File: config.mk
export PLATFORM = sky130hd
export DESIGN_NAME = cps_core_sfrs
export DESIGN_NICKNAME = d
export VERILOG_FILES = /design/src/common/cps_pkg.sv /design/src/hdl/cps_core_sfrs.sv
export SDC_FILE = /design/constraint.sdc
export NUM_CORES = 1
export LEC_CHECK = 0
export BUFFER_PORTS_ARGS = -buffer_cell sky130_fd_sc_hd__buf_2
export CAP_MARGIN = 10
export CELL_PAD_IN_SITES_DETAIL_PLACEMENT = 2
export CELL_PAD_IN_SITES_GLOBAL_PLACEMENT = 2
export CORE_MARGIN = 2
export CORE_UTILIZATION = 28
export CTS_CLUSTER_SIZE = 30
export DETAILED_ROUTE_END_ITERATION = 10
export PLACE_DENSITY = 0.79
export SETUP_SLACK_MARGIN = 0.5
export SKIP_CTS_REPAIR_TIMING = 1
export SLEW_MARGIN = 20
export SYNTH_ARGS = -nofsm -noshare
export SYNTH_HDL_FRONTEND = slang
export SYNTH_SLANG_ARGS = --single-unit
File: constraint.sdc
create_clock -name sys_clk -period 2.6 [get_ports sys_clk]
set_clock_uncertainty 0.05 [all_clocks]
set_input_delay 0.26 -clock sys_clk [delete_from_list [all_inputs] [get_ports sys_clk]]
set_output_delay 0.26 -clock sys_clk [all_outputs]
set_load 0.1 [all_outputs]
File: src/common/cps_pkg.sv
package cps_pkg;

  // Register offsets, byte addresses on a 32-bit word bus
  localparam logic [7:0] OFS_POWER_CONTROL = 8'h87;
  localparam logic [7:0] OFS_MEMORY_STACK_CONFIG = 8'haf;
  localparam logic [7:0] OFS_STACK_POINTER_UPPER = 8'hb7;
  localparam logic [7:0] OFS_PROCESSOR_STATUS_WORD = 8'hd0;
  // Registers with no printed offset in this block's map
  localparam logic [7:0] OFS_STACK_TOP_POINTER = 8'h81;
  localparam logic [7:0] OFS_POINTER_LOW_BYTE = 8'h82;
  localparam logic [7:0] OFS_POINTER_HIGH_BYTE = 8'h83;
  localparam logic [7:0] OFS_POINTER_PAGE_BYTE = 8'h84;

  // Reset values
  localparam logic [7:0] RST_POWER_CONTROL = 8'h00;
  localparam logic [7:0] RST_MEMORY_STACK_CONFIG = 8'h00;
  localparam logic [7:0] RST_PROCESSOR_STATUS_WORD = 8'h00;
  localparam logic [7:0] RST_STACK_TOP_POINTER = 8'h07;
  localparam logic [2:0] RST_STACK_POINTER_UPPER = 3'h0;
  localparam logic [7:0] RST_POINTER_BYTE = 8'h00;

  // Field positions
  localparam int PC_BAUD_DOUBLER = 7;
  localparam int PC_SERIAL_WAKE = 6;
  localparam int PC_IRQ0_WAKE = 5;
  localparam int PC_LATCH_STROBE_OFF = 4;
  localparam int PC_FLAG_B = 3;
  localparam int PC_FLAG_A = 2;
  localparam int PC_POWER_DOWN = 1;
  localparam logic [7:0] PC_WRITE_MASK = 8'hfe;
  localparam int CFG_EXT_STACK = 7;
  localparam int CFG_ONCHIP_EXTENDED_RAM_MAP = 0;
  localparam logic [7:0] CFG_WRITE_MASK = 8'h81;
  localparam int PSW_CARRY = 7;
  localparam int PSW_HALF_CARRY = 6;
  localparam int PSW_USER_ZERO = 5;
  localparam int PSW_BANK_HI = 4;
  localparam int PSW_BANK_LO = 3;
  localparam int PSW_SIGNED_WRAP = 2;
  localparam int PSW_USER_ONE = 1;
  localparam int PSW_PARITY = 0;

  // On-chip extended RAM window: lowest 2 kbytes
  localparam logic [23:0] ONCHIP_EXTENDED_RAM_LIMIT = 24'h000800;

  // Stack operation from the core
  typedef enum logic [1:0] {
    CPS_STK_NONE,
    CPS_STK_PUSH,
    CPS_STK_POP
  } cps_stack_op_t;

  // Flag update from the core's ALU
  typedef struct packed {
    logic carryWe;
    logic carry;
    logic halfCarryWe;
    logic halfCarry;
    logic signedWrapWe;
    logic signedWrap;
  } cps_flag_upd_t;

  // Control outputs to the rest of the chip
  typedef struct packed {
    logic baudDoubler;
    logic latchStrobeDisable;
    logic powerDown;
    logic [1:0] bank;
    logic extStackEnable;
    logic xramMapEnable;
  } cps_ctrl_t;

endpackage

File: src/hdl/cps_core_sfrs.sv
`timescale 1ns/1ps
`default_nettype none
// Operation
// Pointer is page, high, low bytes
// Pointer increment carries into page byte
// Push increments stack pointer before writing
// Stack pointer resets to 07H
// Upper stack bits in upper register low three
// Upper register hidden while extended stack off
// Extended stack rolls 00FFH to 0100H
// Plain stack wraps FFH to 00H
// Status bits 4,3 select register bank
// Status word flag layout CY AC F0 OV P
// Power bit 7 doubles baud rate
// Power bit 6 lets serial irq wake
// Power bit 5 lets irq0 wake
// Power bit 4 disables latch strobe
// Power bit 1 enters power-down
// Unimplemented bits ignore writes; flags kept
// Map bit set puts extended RAM low
// Map bit clear sends accesses external
// Configuration resets to 00H
module cps_core_sfrs
  import cps_pkg::*;
(
  // Clock and reset
  input wire logic sys_clk,
  input wire logic rst_b,
  // Wishbone slave
  input wire logic wb_cyc_i,
  input wire logic wb_stb_i,
  input wire logic wb_we_i,
  input wire logic [7:0] wb_adr_i,
  input wire logic [3:0] wb_sel_i,
  input wire logic [31:0] wb_dat_i,
  output logic [31:0] wb_dat_o,
  output logic wb_ack_o,
  output logic wb_err_o,
  // Core pointer and stack operations
  input wire logic pointerIncrement,
  input wire cps_stack_op_t stackOp,
  input wire logic [7:0] stackWriteData,
  input wire cps_flag_upd_t flagUpdate,
  input wire logic [7:0] accumulator,
  // Wake sources
  input wire logic serialIrq,
  input wire logic external_irq0_pin,
  input wire logic irq0_edge_select,
  // Stack memory write to the core's RAM
  output logic stackWriteStrobe,
  output logic [10:0] stackWriteAddr,
  output logic [7:0] stackWriteValue,
  // Pointer and data-memory routing
  output logic [23:0] data_pointer,
  output logic [10:0] stackAddress,
  output logic dataToOnchipRam,
  // Control
  output cps_ctrl_t ctrl,
  output logic wakeUp
);

  logic [7:0] pointer_low_byte;
  logic [7:0] pointer_high_byte;
  logic [7:0] pointer_page_byte;
  logic [7:0] stack_top_pointer;
  logic [2:0] stack_pointer_upper;
  logic [7:0] power_control;
  logic [7:0] memory_stack_config;
  logic [7:0] processor_status_word;
  logic extended_stack_enable;
  logic onchip_extram_map_enable;
  logic busWrite;
  logic busRead;
  logic addrKnown;
  logic [7:0] wrByte;
  logic [7:0] rdByte;
  logic [10:0] stackNow;
  logic [10:0] next_stack;
  logic [23:0] next_pointer;
  logic [2:0] irq0Sync;
  logic irq0Level;
  logic irq0Prev;
  logic [2:0] serSync;
  logic serLevel;

  assign extended_stack_enable = memory_stack_config[CFG_EXT_STACK];
  assign onchip_extram_map_enable = memory_stack_config[CFG_ONCHIP_EXTENDED_RAM_MAP];
  assign wrByte = wb_dat_i[7:0];

  // Upper register counts as unmapped while the extended stack is off
  always_comb
  begin
    unique case (wb_adr_i)
      OFS_POINTER_LOW_BYTE, OFS_POINTER_HIGH_BYTE,
      OFS_POINTER_PAGE_BYTE, OFS_STACK_TOP_POINTER,
      OFS_POWER_CONTROL, OFS_MEMORY_STACK_CONFIG,
      OFS_PROCESSOR_STATUS_WORD: addrKnown = 1'b1;
      OFS_STACK_POINTER_UPPER: addrKnown = extended_stack_enable;
      default: addrKnown = 1'b0;
    endcase
  end

  assign busWrite = wb_cyc_i && wb_stb_i && !wb_ack_o && !wb_err_o
    && wb_we_i && wb_sel_i[0] && addrKnown;
  assign busRead = wb_cyc_i && wb_stb_i && !wb_ack_o && !wb_err_o
    && !wb_we_i;

  // One wait state: ack or err one cycle after the request appears
  always_ff @(posedge sys_clk or negedge rst_b)
  begin
    if (!rst_b)
    begin
      wb_ack_o <= 1'b0;
      wb_err_o <= 1'b0;
    end
    else
    begin
      wb_ack_o <= wb_cyc_i && wb_stb_i && !wb_ack_o && !wb_err_o
        && addrKnown;
      wb_err_o <= wb_cyc_i && wb_stb_i && !wb_ack_o && !wb_err_o
        && !addrKnown;
    end
  end

  always_comb
  begin
    unique case (wb_adr_i)
      OFS_POINTER_LOW_BYTE: rdByte = pointer_low_byte;
      OFS_POINTER_HIGH_BYTE: rdByte = pointer_high_byte;
      OFS_POINTER_PAGE_BYTE: rdByte = pointer_page_byte;
      OFS_STACK_TOP_POINTER: rdByte = stack_top_pointer;
      OFS_POWER_CONTROL: rdByte = power_control;
      OFS_MEMORY_STACK_CONFIG: rdByte = memory_stack_config;
      OFS_PROCESSOR_STATUS_WORD: rdByte = processor_status_word;
      OFS_STACK_POINTER_UPPER:
        rdByte = extended_stack_enable ? {5'h00, stack_pointer_upper}
                                       : 8'h00;
      default: rdByte = 8'h00;
    endcase
  end

  always_ff @(posedge sys_clk or negedge rst_b)
  begin
    if (!rst_b)
      wb_dat_o <= 32'h00000000;
    else if (busRead)
      wb_dat_o <= {24'h000000, rdByte};
  end

  // Pointer increment runs over all 24 bits
  assign next_pointer = data_pointer + 24'h000001;
  assign data_pointer = {pointer_page_byte, pointer_high_byte,
    pointer_low_byte};

  // Bus write has priority over a same-cycle increment of that byte
  always_ff @(posedge sys_clk or negedge rst_b)
  begin
    if (!rst_b)
    begin
      pointer_low_byte <= RST_POINTER_BYTE;
      pointer_high_byte <= RST_POINTER_BYTE;
      pointer_page_byte <= RST_POINTER_BYTE;
    end
    else
    begin
      if (busWrite && wb_adr_i == OFS_POINTER_LOW_BYTE)
        pointer_low_byte <= wrByte;
      else if (pointerIncrement)
        pointer_low_byte <= next_pointer[7:0];
      if (busWrite && wb_adr_i == OFS_POINTER_HIGH_BYTE)
        pointer_high_byte <= wrByte;
      else if (pointerIncrement)
        pointer_high_byte <= next_pointer[15:8];
      if (busWrite && wb_adr_i == OFS_POINTER_PAGE_BYTE)
        pointer_page_byte <= wrByte;
      else if (pointerIncrement)
        pointer_page_byte <= next_pointer[23:16];
    end
  end

  // Combined stack pointer; upper bits only count when extended
  assign stackNow = extended_stack_enable
    ? {stack_pointer_upper, stack_top_pointer}
    : {3'h0, stack_top_pointer};
  assign stackAddress = stackNow;

  always_comb
  begin
    unique case (stackOp)
      CPS_STK_PUSH: next_stack = stackNow + 11'h001;
      CPS_STK_POP: next_stack = stackNow - 11'h001;
      default: next_stack = stackNow;
    endcase
  end

  always_ff @(posedge sys_clk or negedge rst_b)
  begin
    if (!rst_b)
    begin
      stack_top_pointer <= RST_STACK_TOP_POINTER;
      stack_pointer_upper <= RST_STACK_POINTER_UPPER;
    end
    else if (stackOp != CPS_STK_NONE)
    begin
      stack_top_pointer <= next_stack[7:0];
      if (extended_stack_enable)
        stack_pointer_upper <= next_stack[10:8];
    end
    else if (busWrite && wb_adr_i == OFS_STACK_TOP_POINTER)
      stack_top_pointer <= wrByte;
    else if (busWrite && wb_adr_i == OFS_STACK_POINTER_UPPER)
      stack_pointer_upper <= wrByte[2:0];
  end

  // Push writes memory at the already incremented address
  always_ff @(posedge sys_clk or negedge rst_b)
  begin
    if (!rst_b)
    begin
      stackWriteStrobe <= 1'b0;
      stackWriteAddr <= 11'h000;
      stackWriteValue <= 8'h00;
    end
    else
    begin
      stackWriteStrobe <= stackOp == CPS_STK_PUSH;
      // Plain stack must land at 00H after the wrap, not at 100H
      if (stackOp == CPS_STK_PUSH)
      begin
        stackWriteAddr <= extended_stack_enable ? next_stack
                                                : {3'h0, next_stack[7:0]};
        stackWriteValue <= stackWriteData;
      end
    end
  end

  // Parity always follows the accumulator and ignores writes
  always_ff @(posedge sys_clk or negedge rst_b)
  begin
    if (!rst_b)
      processor_status_word <= RST_PROCESSOR_STATUS_WORD;
    else
    begin
      if (busWrite && wb_adr_i == OFS_PROCESSOR_STATUS_WORD)
        processor_status_word[7:1] <= wrByte[7:1];
      else
      begin
        if (flagUpdate.carryWe)
          processor_status_word[PSW_CARRY] <= flagUpdate.carry;
        if (flagUpdate.halfCarryWe)
          processor_status_word[PSW_HALF_CARRY] <= flagUpdate.halfCarry;
        if (flagUpdate.signedWrapWe)
          processor_status_word[PSW_SIGNED_WRAP] <= flagUpdate.signedWrap;
      end
      processor_status_word[PSW_PARITY] <= ^accumulator;
    end
  end

  // Power-down clears itself on wake; a wake beats a same-cycle set
  always_ff @(posedge sys_clk or negedge rst_b)
  begin
    if (!rst_b)
      power_control <= RST_POWER_CONTROL;
    else
    begin
      if (busWrite && wb_adr_i == OFS_POWER_CONTROL)
        power_control <= wrByte & PC_WRITE_MASK;
      if (wakeUp)
        power_control[PC_POWER_DOWN] <= 1'b0;
    end
  end

  always_ff @(posedge sys_clk or negedge rst_b)
  begin
    if (!rst_b)
      memory_stack_config <= RST_MEMORY_STACK_CONFIG;
    else if (busWrite && wb_adr_i == OFS_MEMORY_STACK_CONFIG)
      memory_stack_config <= wrByte & CFG_WRITE_MASK;
  end

  // Pins arrive asynchronously: three stages, change when 2 and 3 agree
  always_ff @(posedge sys_clk or negedge rst_b)
  begin
    if (!rst_b)
    begin
      irq0Sync <= 3'h7;
      irq0Level <= 1'b1;
      irq0Prev <= 1'b1;
      serSync <= 3'h0;
      serLevel <= 1'b0;
    end
    else
    begin
      irq0Sync <= {irq0Sync[1:0], external_irq0_pin};
      serSync <= {serSync[1:0], serialIrq};
      if (irq0Sync[1] == irq0Sync[2])
        irq0Level <= irq0Sync[2];
      if (serSync[1] == serSync[2])
        serLevel <= serSync[2];
      irq0Prev <= irq0Level;
    end
  end

  // Wake sources only act while power-down is requested
  always_comb
  begin
    wakeUp = 1'b0;
    if (power_control[PC_POWER_DOWN])
    begin
      if (power_control[PC_SERIAL_WAKE] && serLevel)
        wakeUp = 1'b1;
      if (power_control[PC_IRQ0_WAKE])
      begin
        if (irq0_edge_select)
          wakeUp = wakeUp || (irq0Prev && !irq0Level);
        else
          wakeUp = wakeUp || !irq0Level;
      end
    end
  end

  assign ctrl.baudDoubler = power_control[PC_BAUD_DOUBLER];
  assign ctrl.latchStrobeDisable = power_control[PC_LATCH_STROBE_OFF];
  assign ctrl.powerDown = power_control[PC_POWER_DOWN];
  assign ctrl.bank = {processor_status_word[PSW_BANK_HI],
    processor_status_word[PSW_BANK_LO]};
  assign ctrl.extStackEnable = extended_stack_enable;
  assign ctrl.xramMapEnable = onchip_extram_map_enable;

  // Above 0007FFH accesses go off chip even with the map enabled
  assign dataToOnchipRam = onchip_extram_map_enable
    && (data_pointer < ONCHIP_EXTENDED_RAM_LIMIT);

endmodule // cps_core_sfrs
`default_nettype wire

==> results of run 1 <==
## placed cells by master (no fill, tap or decap), types with 4 or more instances in the layout
master | Yosys | routed
a31oi_1 | 5 | 5
nand4_1 | 11 | 11
xor2_1 | 14 | 13
conb_1 | 1 | 24
dfstp_2 | 8 | 5
dfrtp_1 | 83 | 60
mux2i_1 | 14 | 12
dfrtp_2 | 0 | 19
and2_4 | 1 | 4
o21ai_0 | 27 | 22
inv_1 | 15 | 15
a21oi_1 | 42 | 39
a221oi_1 | 5 | 4
nand3_1 | 18 | 17
xnor2_1 | 31 | 25
and3_1 | 5 | 5
nand2_1 | 44 | 44
clkbuf_16 | 0 | 10
dfrtp_4 | 0 | 4
ha_1 | 7 | 4
nor2_4 | 1 | 4
nor2_1 | 51 | 46
buf_2 | 2 | 121
nor2b_1 | 7 | 6
mux2_2 | 32 | 32
xnor2_2 | 0 | 6
buf_4 | 29 | 37
a22oi_1 | 12 | 12
## layer usage
layer / up-vias / wire length, µm / share of wire
li1: 2290 / - / -
met1: 2641 / 9380 / 0.42
met2: 162 / 11400 / 0.51
met3: 36 / 1090 / 0.049
met4: 0 / 629 / 0.028
met5: - / 0 / 0
## registers in the layout (all words and copies together) (netlist names)
| register | flops |
|---|---|
| irq0Level | 1 |
| irq0Prev | 1 |
| irq0Sync | 3 |
| memory_stack_config | 2 |
| pointer_high_byte | 8 |
| pointer_low_byte | 8 |
| pointer_page_byte | 8 |
| power_control | 7 |
| processor_status_word | 8 |
| serLevel | 1 |
| serSync | 3 |
| stackWriteAddr | 11 |
| stackWriteStrobe | 1 |
| stackWriteValue | 8 |
| stack_pointer_upper | 3 |
| stack_top_pointer | 8 |
| wb_ack_o | 1 |
| wb_dat_o | 8 |
| wb_err_o | 1 |
## where the power goes
group / switching (mW) / leakage [nW] / total, mW / internal, mW
clock: 0.621 / 0.133 / 1.33 / 0.710
combinational: 2.24 / 1.93 / 2.88 / 0.642
sequential: 0.387 / 1.13 / 2.07 / 1.68
total: 3.25 / 3.19 / 6.28 / 3.03
## worst max path at each step
stage                                      start  slack, ns                      to
after CTS                 memory_stack_config[7]      0.002  stack_pointer_upper[1]
after detailed placement              stackOp[0]      -0.11  stack_pointer_upper[2]
after global placement                stackOp[0]       0.02  stack_pointer_upper[2]
final                       stack_top_pointer[1]       0.03  stack_pointer_upper[2]
after floorplan             pointer_page_byte[5]      -0.16         dataToOnchipRam
after global routing        stack_top_pointer[1]      -0.07      stackWriteAddr[10]
## worst reg2reg max path, stage by stage, from the launching register on
cell      delay, ns
dfstp_4        0.63
xor2_2         0.07
ha_2           0.19
or3_1          0.32
a21oi_2        0.22
nor2_4         0.07
a211oi_2       0.24
mux2i_2        0.34
xnor2_2        0.18
o221ai_2       0.12
## logic make-up (layout without fill, tap and decap cells)
logic type	count (synthesis)	in the layout	synth area share
fa+ha+maj	10	10	0.0213
mux	47	47	0.0933
other cells	1	26	0.000679
compound gates	132	132	0.154
buf+inv	74	195	0.0718
simple gates	178	178	0.173
flops	91	91	0.414
xor+xnor	45	45	0.0714
## cell type report
cell class	instances	area, µm²
Antenna cell	2	5.00
Clock buffer	11	254
Clock inverter	5	36.3
Fill cell	2181	12200
Inverter	15	56.3
Multi-Input combinational cell	436	3180
Sequential cell	91	2340
Tap cell	265	332
Timing Repair Buffer	164	965
## metrics by stage
| stage | cells | hold slack [ns] | setup TNS (ns) | util |
|---|---|---|---|---|
| after detailed placement | 955 | 0.238 | -0.178 | 0.338 |
| after global routing | 988 | 0.0836 | -0.136 | 0.369 |
| after global placement | 955 | 0.220 | 0 | 0.338 |
| after floorplan | 601 | -0.0856 | -0.436 | - |
| after CTS | 971 | -0.151 | 0 | 0.353 |
| final | 989 | 0.0839 | 0 | 0.369 |
==> flow_metrics.tcl, run 1 <==
set metrics [dict create \
    cp_max_fo 3 \
    core-area_mm2 0.0194 \
    dieArea_mm2 0.0209 \
    outcome "finished, final reports clean" \
    timing.final.crit_period_ns 2.57 \
    ys_warn_count 0 \
    start_kind "register" \
    synth_edf_count 0 \
    hold_viol_final 0 \
    r2r_cells 9 \
    hold_class "input port to register" \
    critical_path.top_delay_family "flip-flops" \
    drc 0 \
    regToRegEndpoint "stack_pointer_upper[2]" \
    routed_wirelength_um 22500 \
    fin_nets 801 \
    synth_cells 578 \
    area_growth_pct 29.7 \
    die_w_um 144 \
    synth_common_cells "83 x dfrtp_1, 51 x nor2_1, 44 x nand2_1" \
    clock_latency_ns 0.36 \
    grt_max_degree 40 \
    fmax_ghz 0.389 \
    stdcell_area_mm2 0.00716 \
    use_met2 0.360 \
    crit_path_end_kind "register" \
    whs_endpoint "stackWriteValue[5]" \
    cts_buffers 9 \
    globalRouteTotalUtil 0.209 \
    post-route-period-util 0.988 \
    tightest_slew_ns 0.661 \
    crit_type "register to register" \
    dieHeight_um 144 \
    dr.pass1.iters 4 \
    gp_congestion 0.920 \
    h-tree-depth 3 \
    grt_pass1_wl_um 32500 \
    clk_pin_slew_ns 0.07 \
    synth_seq_cells 91 \
    grt_pass1_vias 5518 \
    cts.sinks 91 \
    yosys.cell_count.top_type "dfrtp_1" \
    dp_slack_ns -0.110 \
    wire_per_inst_um 22.7 \
    cp_slowest_stage_delay_ns 0.63 \
    arrival_ns 2.74 \
    setup_violations 0 \
    viasPerCell 5.19 \
    cts_tree "yes" \
    r2r_setup_slack_ns 0.03 \
    maxCapViolCount 0 \
    synthFlopType "dfrtp_1" \
    start_util 0.285 \
    path_cells "xor2_2 > ha_2 > or3_1 > a21oi_2 > nor2_4 > a211oi_2 > mux2i_2 > xnor2_2 > o221ai_2" \
    rsz0062_at_grt "true" \
    grt-ovfl-total 0 \
    place_hpwl_um 16000 \
    grt_busiest_layer "met2" \
    ys_types 76 \
    final_layout_size_suffix_gt1_frac 0.414 \
    total_power_mw 6.28 \
    critPathBufInv 0 \
    r2r_start "stack_top_pointer[1]" \
    synth.cell_area_mm2 0.00552 \
    numPortBuffers 123 \
    place_area_mm2 0.00656 \
    cp.depth 9 \
    ys_seq_area_frac 0.414 \
    power_density_mw_per_mm2 877 \
    via_count 5129 \
    peakVddDrop_mv 0.578 \
    use_met1 0.267 \
    clk_path_buf_depth 2 \
    cp.required_ns 2.78 \
    slew_headroom 0.558 \
    drt_iter0_markers 385 \
    cp_slowest_cell "dfstp_4" \
    hold_path_depth 2 \
    grt_use_met3 0.0328 \
    synth_top_area_frac 0.376 \
    setup_ws_ns 0.0318 \
    synthTopCellsByArea "dfrtp_1 38%, mux2_2 6.5%, xnor2_1 4.9%" \
    antenna_left 0 \
    ioPinCount 175 \
    antenna_found_initial 1 \
    clock-root-buffer "clkbuf_16" \
    synthArstFlopShare 1.00 \
    avgSynthCellArea_um2 9.56 \
    yosysTopAreaCell "dfrtp_1" \
    rows 51 \
    power.static_leakage_nw 3.19 \
    slew_violations 0 \
    min-delay-start "stackWriteData[5]" \
]
No activity file was read; power rests on OpenSTA's default activity.
==> run 2, diff against run 1 <==
--- a/config.mk
+++ b/config.mk
@@ -10,10 +10,10 @@
 export CELL_PAD_IN_SITES_DETAIL_PLACEMENT = 2
 export CELL_PAD_IN_SITES_GLOBAL_PLACEMENT = 2
 export CORE_MARGIN = 2
-export CORE_UTILIZATION = 28
+export CORE_UTILIZATION = 33
 export CTS_CLUSTER_SIZE = 30
 export DETAILED_ROUTE_END_ITERATION = 10
-export PLACE_DENSITY = 0.79
+export PLACE_DENSITY = 0.87
 export SETUP_SLACK_MARGIN = 0.5
 export SKIP_CTS_REPAIR_TIMING = 1
 export SLEW_MARGIN = 20
==> constraint.sdc (replaced) <==
create_clock -name sys_clk -period 3.3 [get_ports sys_clk]
set_clock_uncertainty 0.05 [all_clocks]
set_input_delay 0.33 -clock sys_clk [delete_from_list [all_inputs] [get_ports sys_clk]]
set_output_delay 0.33 -clock sys_clk [all_outputs]
set_load 0.1 [all_outputs]
==> flow_metrics.tcl, run 2 (synthesis results as in run 1) <==
set metrics [dict create \
    start_util 0.335 \
    cp_slowest_cell "dfstp_4" \
    dieArea_mm2 0.0178 \
    critPathBufInv 0 \
    clock_latency_ns 0.36 \
    largest_register "stackWriteAddr" \
    critical_path.top_delay_family "compound AO/OA/AOI/OAI gates" \
    r2r_setup_slack_ns 0.65 \
    viasPerCell 5.57 \
    outcome "finished, final reports clean" \
    place_area_mm2 0.00625 \
    final_layout_size_suffix_gt1_frac 0.306 \
    dieHeight_um 133 \
    setup_violations 0 \
    path_cells "xor2_2 > ha_2 > a21boi_1 > o22ai_1 > nor2_2 > mux2i_1 > o21ai_1 > o32a_1 > o21a_1" \
    setup_tns_ns 0 \
    drt_iter0_markers 307 \
    dp_slack_ns 0.439 \
    dr.pass1.iters 5 \
    clk_path_buf_depth 2 \
    largest_reg_flops 11 \
    post-route-period-util 0.804 \
    wire_per_inst_um 23.2 \
    crit_type "register to register" \
    grt-ovfl-total 0 \
    peakVddDrop_mv 0.509 \
    min-delay-start "external_irq0_pin" \
    h-tree-depth 3 \
    fin_cells 910 \
    hold_path_depth 1 \
    cts.sinks 91 \
    routed_wirelength_um 21100 \
    power_density_mw_per_mm2 741 \
    whs_endpoint "irq0Sync[0]" \
    grt_max_degree 72 \
    cts_buffers 9 \
    die_w_um 133 \
    numPortBuffers 123 \
    cts_tree "yes" \
    diodes 0 \
    drc 0 \
    fin_nets 769 \
    layout_commonest_cell "buf_2" \
    antenna_left 0 \
    dp_cells 891 \
    clock-root-buffer "clkbuf_16" \
    crit_path_end_kind "register" \
    hold_class "input port to register" \
    setup_ws_ns 0.648 \
    grt_pass1_wl_um 33000 \
    rsz0062_at_grt "true" \
    holdWs_ns 0.0274 \
    core-area_mm2 0.0165 \
    fmax_ghz 0.377 \
    rows 47 \
    area_growth_pct 19.6 \
    cp.required_ns 3.49 \
    gp_congestion 0.865 \
    slew_violations 0 \
    hold_viol_final 0 \
    slew_headroom 0.358 \
    total_power_mw 4.90 \
    maxCapViolCount 0 \
    power.static_leakage_nw 3.01 \
    r2r_start "stack_top_pointer[1]" \
    timing.final.crit_period_ns 2.65 \
    cp_max_fo 9 \
    utilization 0.401 \
    start_kind "register" \
    stdcell_area_mm2 0.00661 \
    final_cell_mix "122 x buf_2, 82 x dfrtp_1, 50 x nor2_1, 44 x nand2_1, 41 x a21oi_1" \
    regToRegEndpoint "stack_top_pointer[6]" \
    grt_pass1_vias 5597 \
    antenna_found_initial 0 \
    via_count 5070 \
    globalRouteTotalUtil 0.239 \
    tightest_slew_ns 0.963 \
    place_hpwl_um 15100 \
    r2r_cells 9 \
    arrival_ns 2.84 \
    clk_pin_slew_ns 0.07 \
    cp_slowest_stage_delay_ns 0.69 \
    ioPinCount 175 \
]
## run 2: where the power goes
| part | switching, mW | internal [mW] | total (mW) |
|---|---|---|---|
| Sequential | 0.296 | 1.29 | 1.59 |
| Clock | 0.466 | 0.665 | 1.13 |
| Combinational | 1.73 | 0.449 | 2.17 |
| Total | 2.49 | 2.41 | 4.90 |
## run 2: worst max-delay path by stage
stage                                     from                endpoint  depth (start not counted)
after global placement              stackOp[0]       stackWriteAddr[6]                         12
after detailed placement            stackOp[0]  stack_pointer_upper[2]                         12
after CTS                 stack_top_pointer[1]    stack_top_pointer[6]                          9
after floorplan           pointer_page_byte[5]         dataToOnchipRam                          2
after global routing      stack_top_pointer[1]    stack_top_pointer[6]                          9
final                     stack_top_pointer[1]    stack_top_pointer[6]                          9
## run 2: area by class of cell
type	count	area, µm²
sequential	91	2290
timing repair buffer	132	686
multi-input combinational	436	2990
clock buffer	13	240
clock inverter	3	65.1
fill	1846	9860
inverter	15	56.3
tap	220	275
## run 2: layer usage
| metal | vias up | share of wire | global-route usage | wire length, µm |
|---|---|---|---|---|
| li1 | 2222 | - | - | - |
| met1 | 2634 | 0.43 | 0.304 | 8970 |
| met2 | 176 | 0.50 | 0.405 | 10600 |
| met3 | 38 | 0.047 | 0.0388 | 994 |
| met4 | 0 | 0.026 | 0.0999 | 553 |
| met5 | - | 0 | 0 | 0 |
==> run 3, diff against run 2 <==
--- a/config.mk
+++ b/config.mk
@@ -10,10 +10,10 @@
 export CELL_PAD_IN_SITES_DETAIL_PLACEMENT = 2
 export CELL_PAD_IN_SITES_GLOBAL_PLACEMENT = 2
 export CORE_MARGIN = 2
-export CORE_UTILIZATION = 33
+export CORE_UTILIZATION = 31
 export CTS_CLUSTER_SIZE = 30
 export DETAILED_ROUTE_END_ITERATION = 10
-export PLACE_DENSITY = 0.87
+export PLACE_DENSITY = 0.82
 export SETUP_SLACK_MARGIN = 0.5
 export SKIP_CTS_REPAIR_TIMING = 1
 export SLEW_MARGIN = 20
==> constraint.sdc (replaced) <==
create_clock -name sys_clk -period 2.51 [get_ports sys_clk]
set_clock_uncertainty 0.05 [all_clocks]
set_input_delay 0.251 -clock sys_clk [delete_from_list [all_inputs] [get_ports sys_clk]]
set_output_delay 0.251 -clock sys_clk [all_outputs]
set_load 0.1 [all_outputs]
==> flow_metrics.tcl, run 3 (synthesis results as in run 1) <==
set metrics [dict create \
    outcome "finished, violations left" \
    violations "setup timing" \
    numPortBuffers 123 \
    slew_headroom 0.575 \
    wire_per_inst_um 23.8 \
    clkPwrFrac 0.210 \
    fin_nets 815 \
    setup_violations 3 \
    intPower_mw 3.34 \
    dr.pass1.iters 4 \
    cts.sinks 91 \
    post-route-period-util 1.03 \
    hold_viol_final 0 \
    final_cell_mix "120 x buf_2, 56 x dfrtp_1, 49 x buf_4, 44 x nor2_1, 42 x nand2_1" \
    drt_iter0_markers 307 \
    final_layout_size_suffix_gt1_frac 0.463 \
    grt_max_degree 48 \
    rsz0062_at_grt "true" \
    crit_path_end_kind "register" \
    fillCellCount 1859 \
    area_growth_pct 34.2 \
    regToRegEndpoint "stack_pointer_upper[2]" \
    core-area_mm2 0.0174 \
    antenna_found_initial 1 \
    place_hpwl_um 16100 \
    endpoint "stack_pointer_upper[2]" \
    routed_wirelength_um 22900 \
    clock_latency_ns 0.36 \
    start_util 0.318 \
    viasPerCell 5.52 \
    grt_pass1_vias 5586 \
    p_seq_frac 0.317 \
    holdWs_ns 0.0668 \
    maxCapViolCount 0 \
    cts_buffers 9 \
    tightest_slew_ns 0.638 \
    total_power_mw 6.80 \
    dp_cells 930 \
    stdcell_area_mm2 0.00741 \
    grt_pass1_wl_um 33400 \
    swShare 0.508 \
    layout_commonest_cell "buf_2" \
    fin_cells 962 \
    drc 0 \
    hold_class "input port to register" \
    rows 48 \
    slew_violations 0 \
    cp_max_fo 3 \
    power_density_mw_per_mm2 917 \
    r2r_cells 9 \
    r2r_start "stack_top_pointer[1]" \
    antenna_left 0 \
    clock-root-buffer "clkbuf_16" \
    dieArea_mm2 0.0189 \
    arrival_ns 2.77 \
    dp_slack_ns -0.149 \
    netSwitchingPower_mw 3.46 \
    clk_path_buf_depth 2 \
    via_count 5310 \
    fmax_ghz 0.385 \
    cp.required_ns 2.68 \
    min-delay-start "stackWriteData[6]" \
    peakVddDrop_mv 0.611 \
    die_w_um 137 \
    r2r_setup_slack_ns -0.08 \
    crit_start "stack_top_pointer[1]" \
    ioPinCount 175 \
    crit_type "register to register" \
    setup_ws_ns -0.0849 \
    grt-ovfl-total 0 \
    gp_congestion 0.901 \
    power.static_leakage_nw 3.31 \
    largest_reg_flops 11 \
    cts_tree "yes" \
    place_area_mm2 0.00668 \
    timing.final.crit_period_ns 2.59 \
    h-tree-depth 3 \
    largest_register "stackWriteAddr" \
    start_kind "register" \
    pwr-share-comb 0.473 \
    globalRouteTotalUtil 0.239 \
    dieHeight_um 137 \
    clk_pin_slew_ns 0.07 \
]
run 3: how the worst min path moves through the flow:
stage / to / slack [ns] / cells past startpoint
5_1_grt: stackWriteValue[6] / 0.07 / 2
6_report: stackWriteValue[6] / 0.07 / 2
2_1_floorplan: memory_stack_config[0] / -0.09 / 0
3_5_place_dp: stackWriteValue[1] / 0.27 / 1
4_1_cts: stackWriteValue[5] / -0.12 / 1
3_3_place_gp: serSync[1] / 0.26 / 1
run 3: layer usage:
metal,global-route usage,part of all wire,up-vias
met2,0.408,0.51,202
met3,0.0331,0.056,42
li1,-,-,2321
met1,0.308,0.40,2745
met4,0.0865,0.032,0
met5,0,0,-
run 3: worst max-delay path: stages (launching register included):
cell,delay [ns]
dfstp_4,0.63
xor2_2,0.07
ha_2,0.18
or3_4,0.34
a21oi_4,0.17
nor2_2,0.07
a211oi_2,0.25
mux2i_2,0.37
xnor2_2,0.17
o221ai_1,0.13
run 3: stage by stage:
step                      TNS [ns]  utilization
after floorplan             -0.851            -
after global placement     -0.0307        0.385
after detailed placement    -0.495        0.385
after CTS                   -0.296        0.402
after global routing        -0.916        0.427
final                       -0.172        0.427
run 3: cell type report:
| type | count | area [µm²] | area share |
|---|---|---|---|
| repair buffers | 178 | 1080 | 0.146 |
| inverters | 15 | 56.3 | 0.00760 |
| well taps | 225 | 282 | 0.0380 |
| clock buffers | 10 | 239 | 0.0322 |
| multi-input cells | 436 | 3320 | 0.448 |
| flip-flops and latches | 91 | 2370 | 0.319 |
| clock inverters | 6 | 63.8 | 0.00861 |
| diodes | 1 | 2.50 | 0.000338 |
run 3: power by group through the flow:
stage	logic (mW)	clock network (mW)	registers [mW]
after floorplan	1.07	0	3.32
after detailed placement	2.93	0	2.15
after global routing	3.35	1.52	2.19
after CTS	2.96	1.46	2.13
after global placement	2.86	0	2.12
final	3.22	1.43	2.16
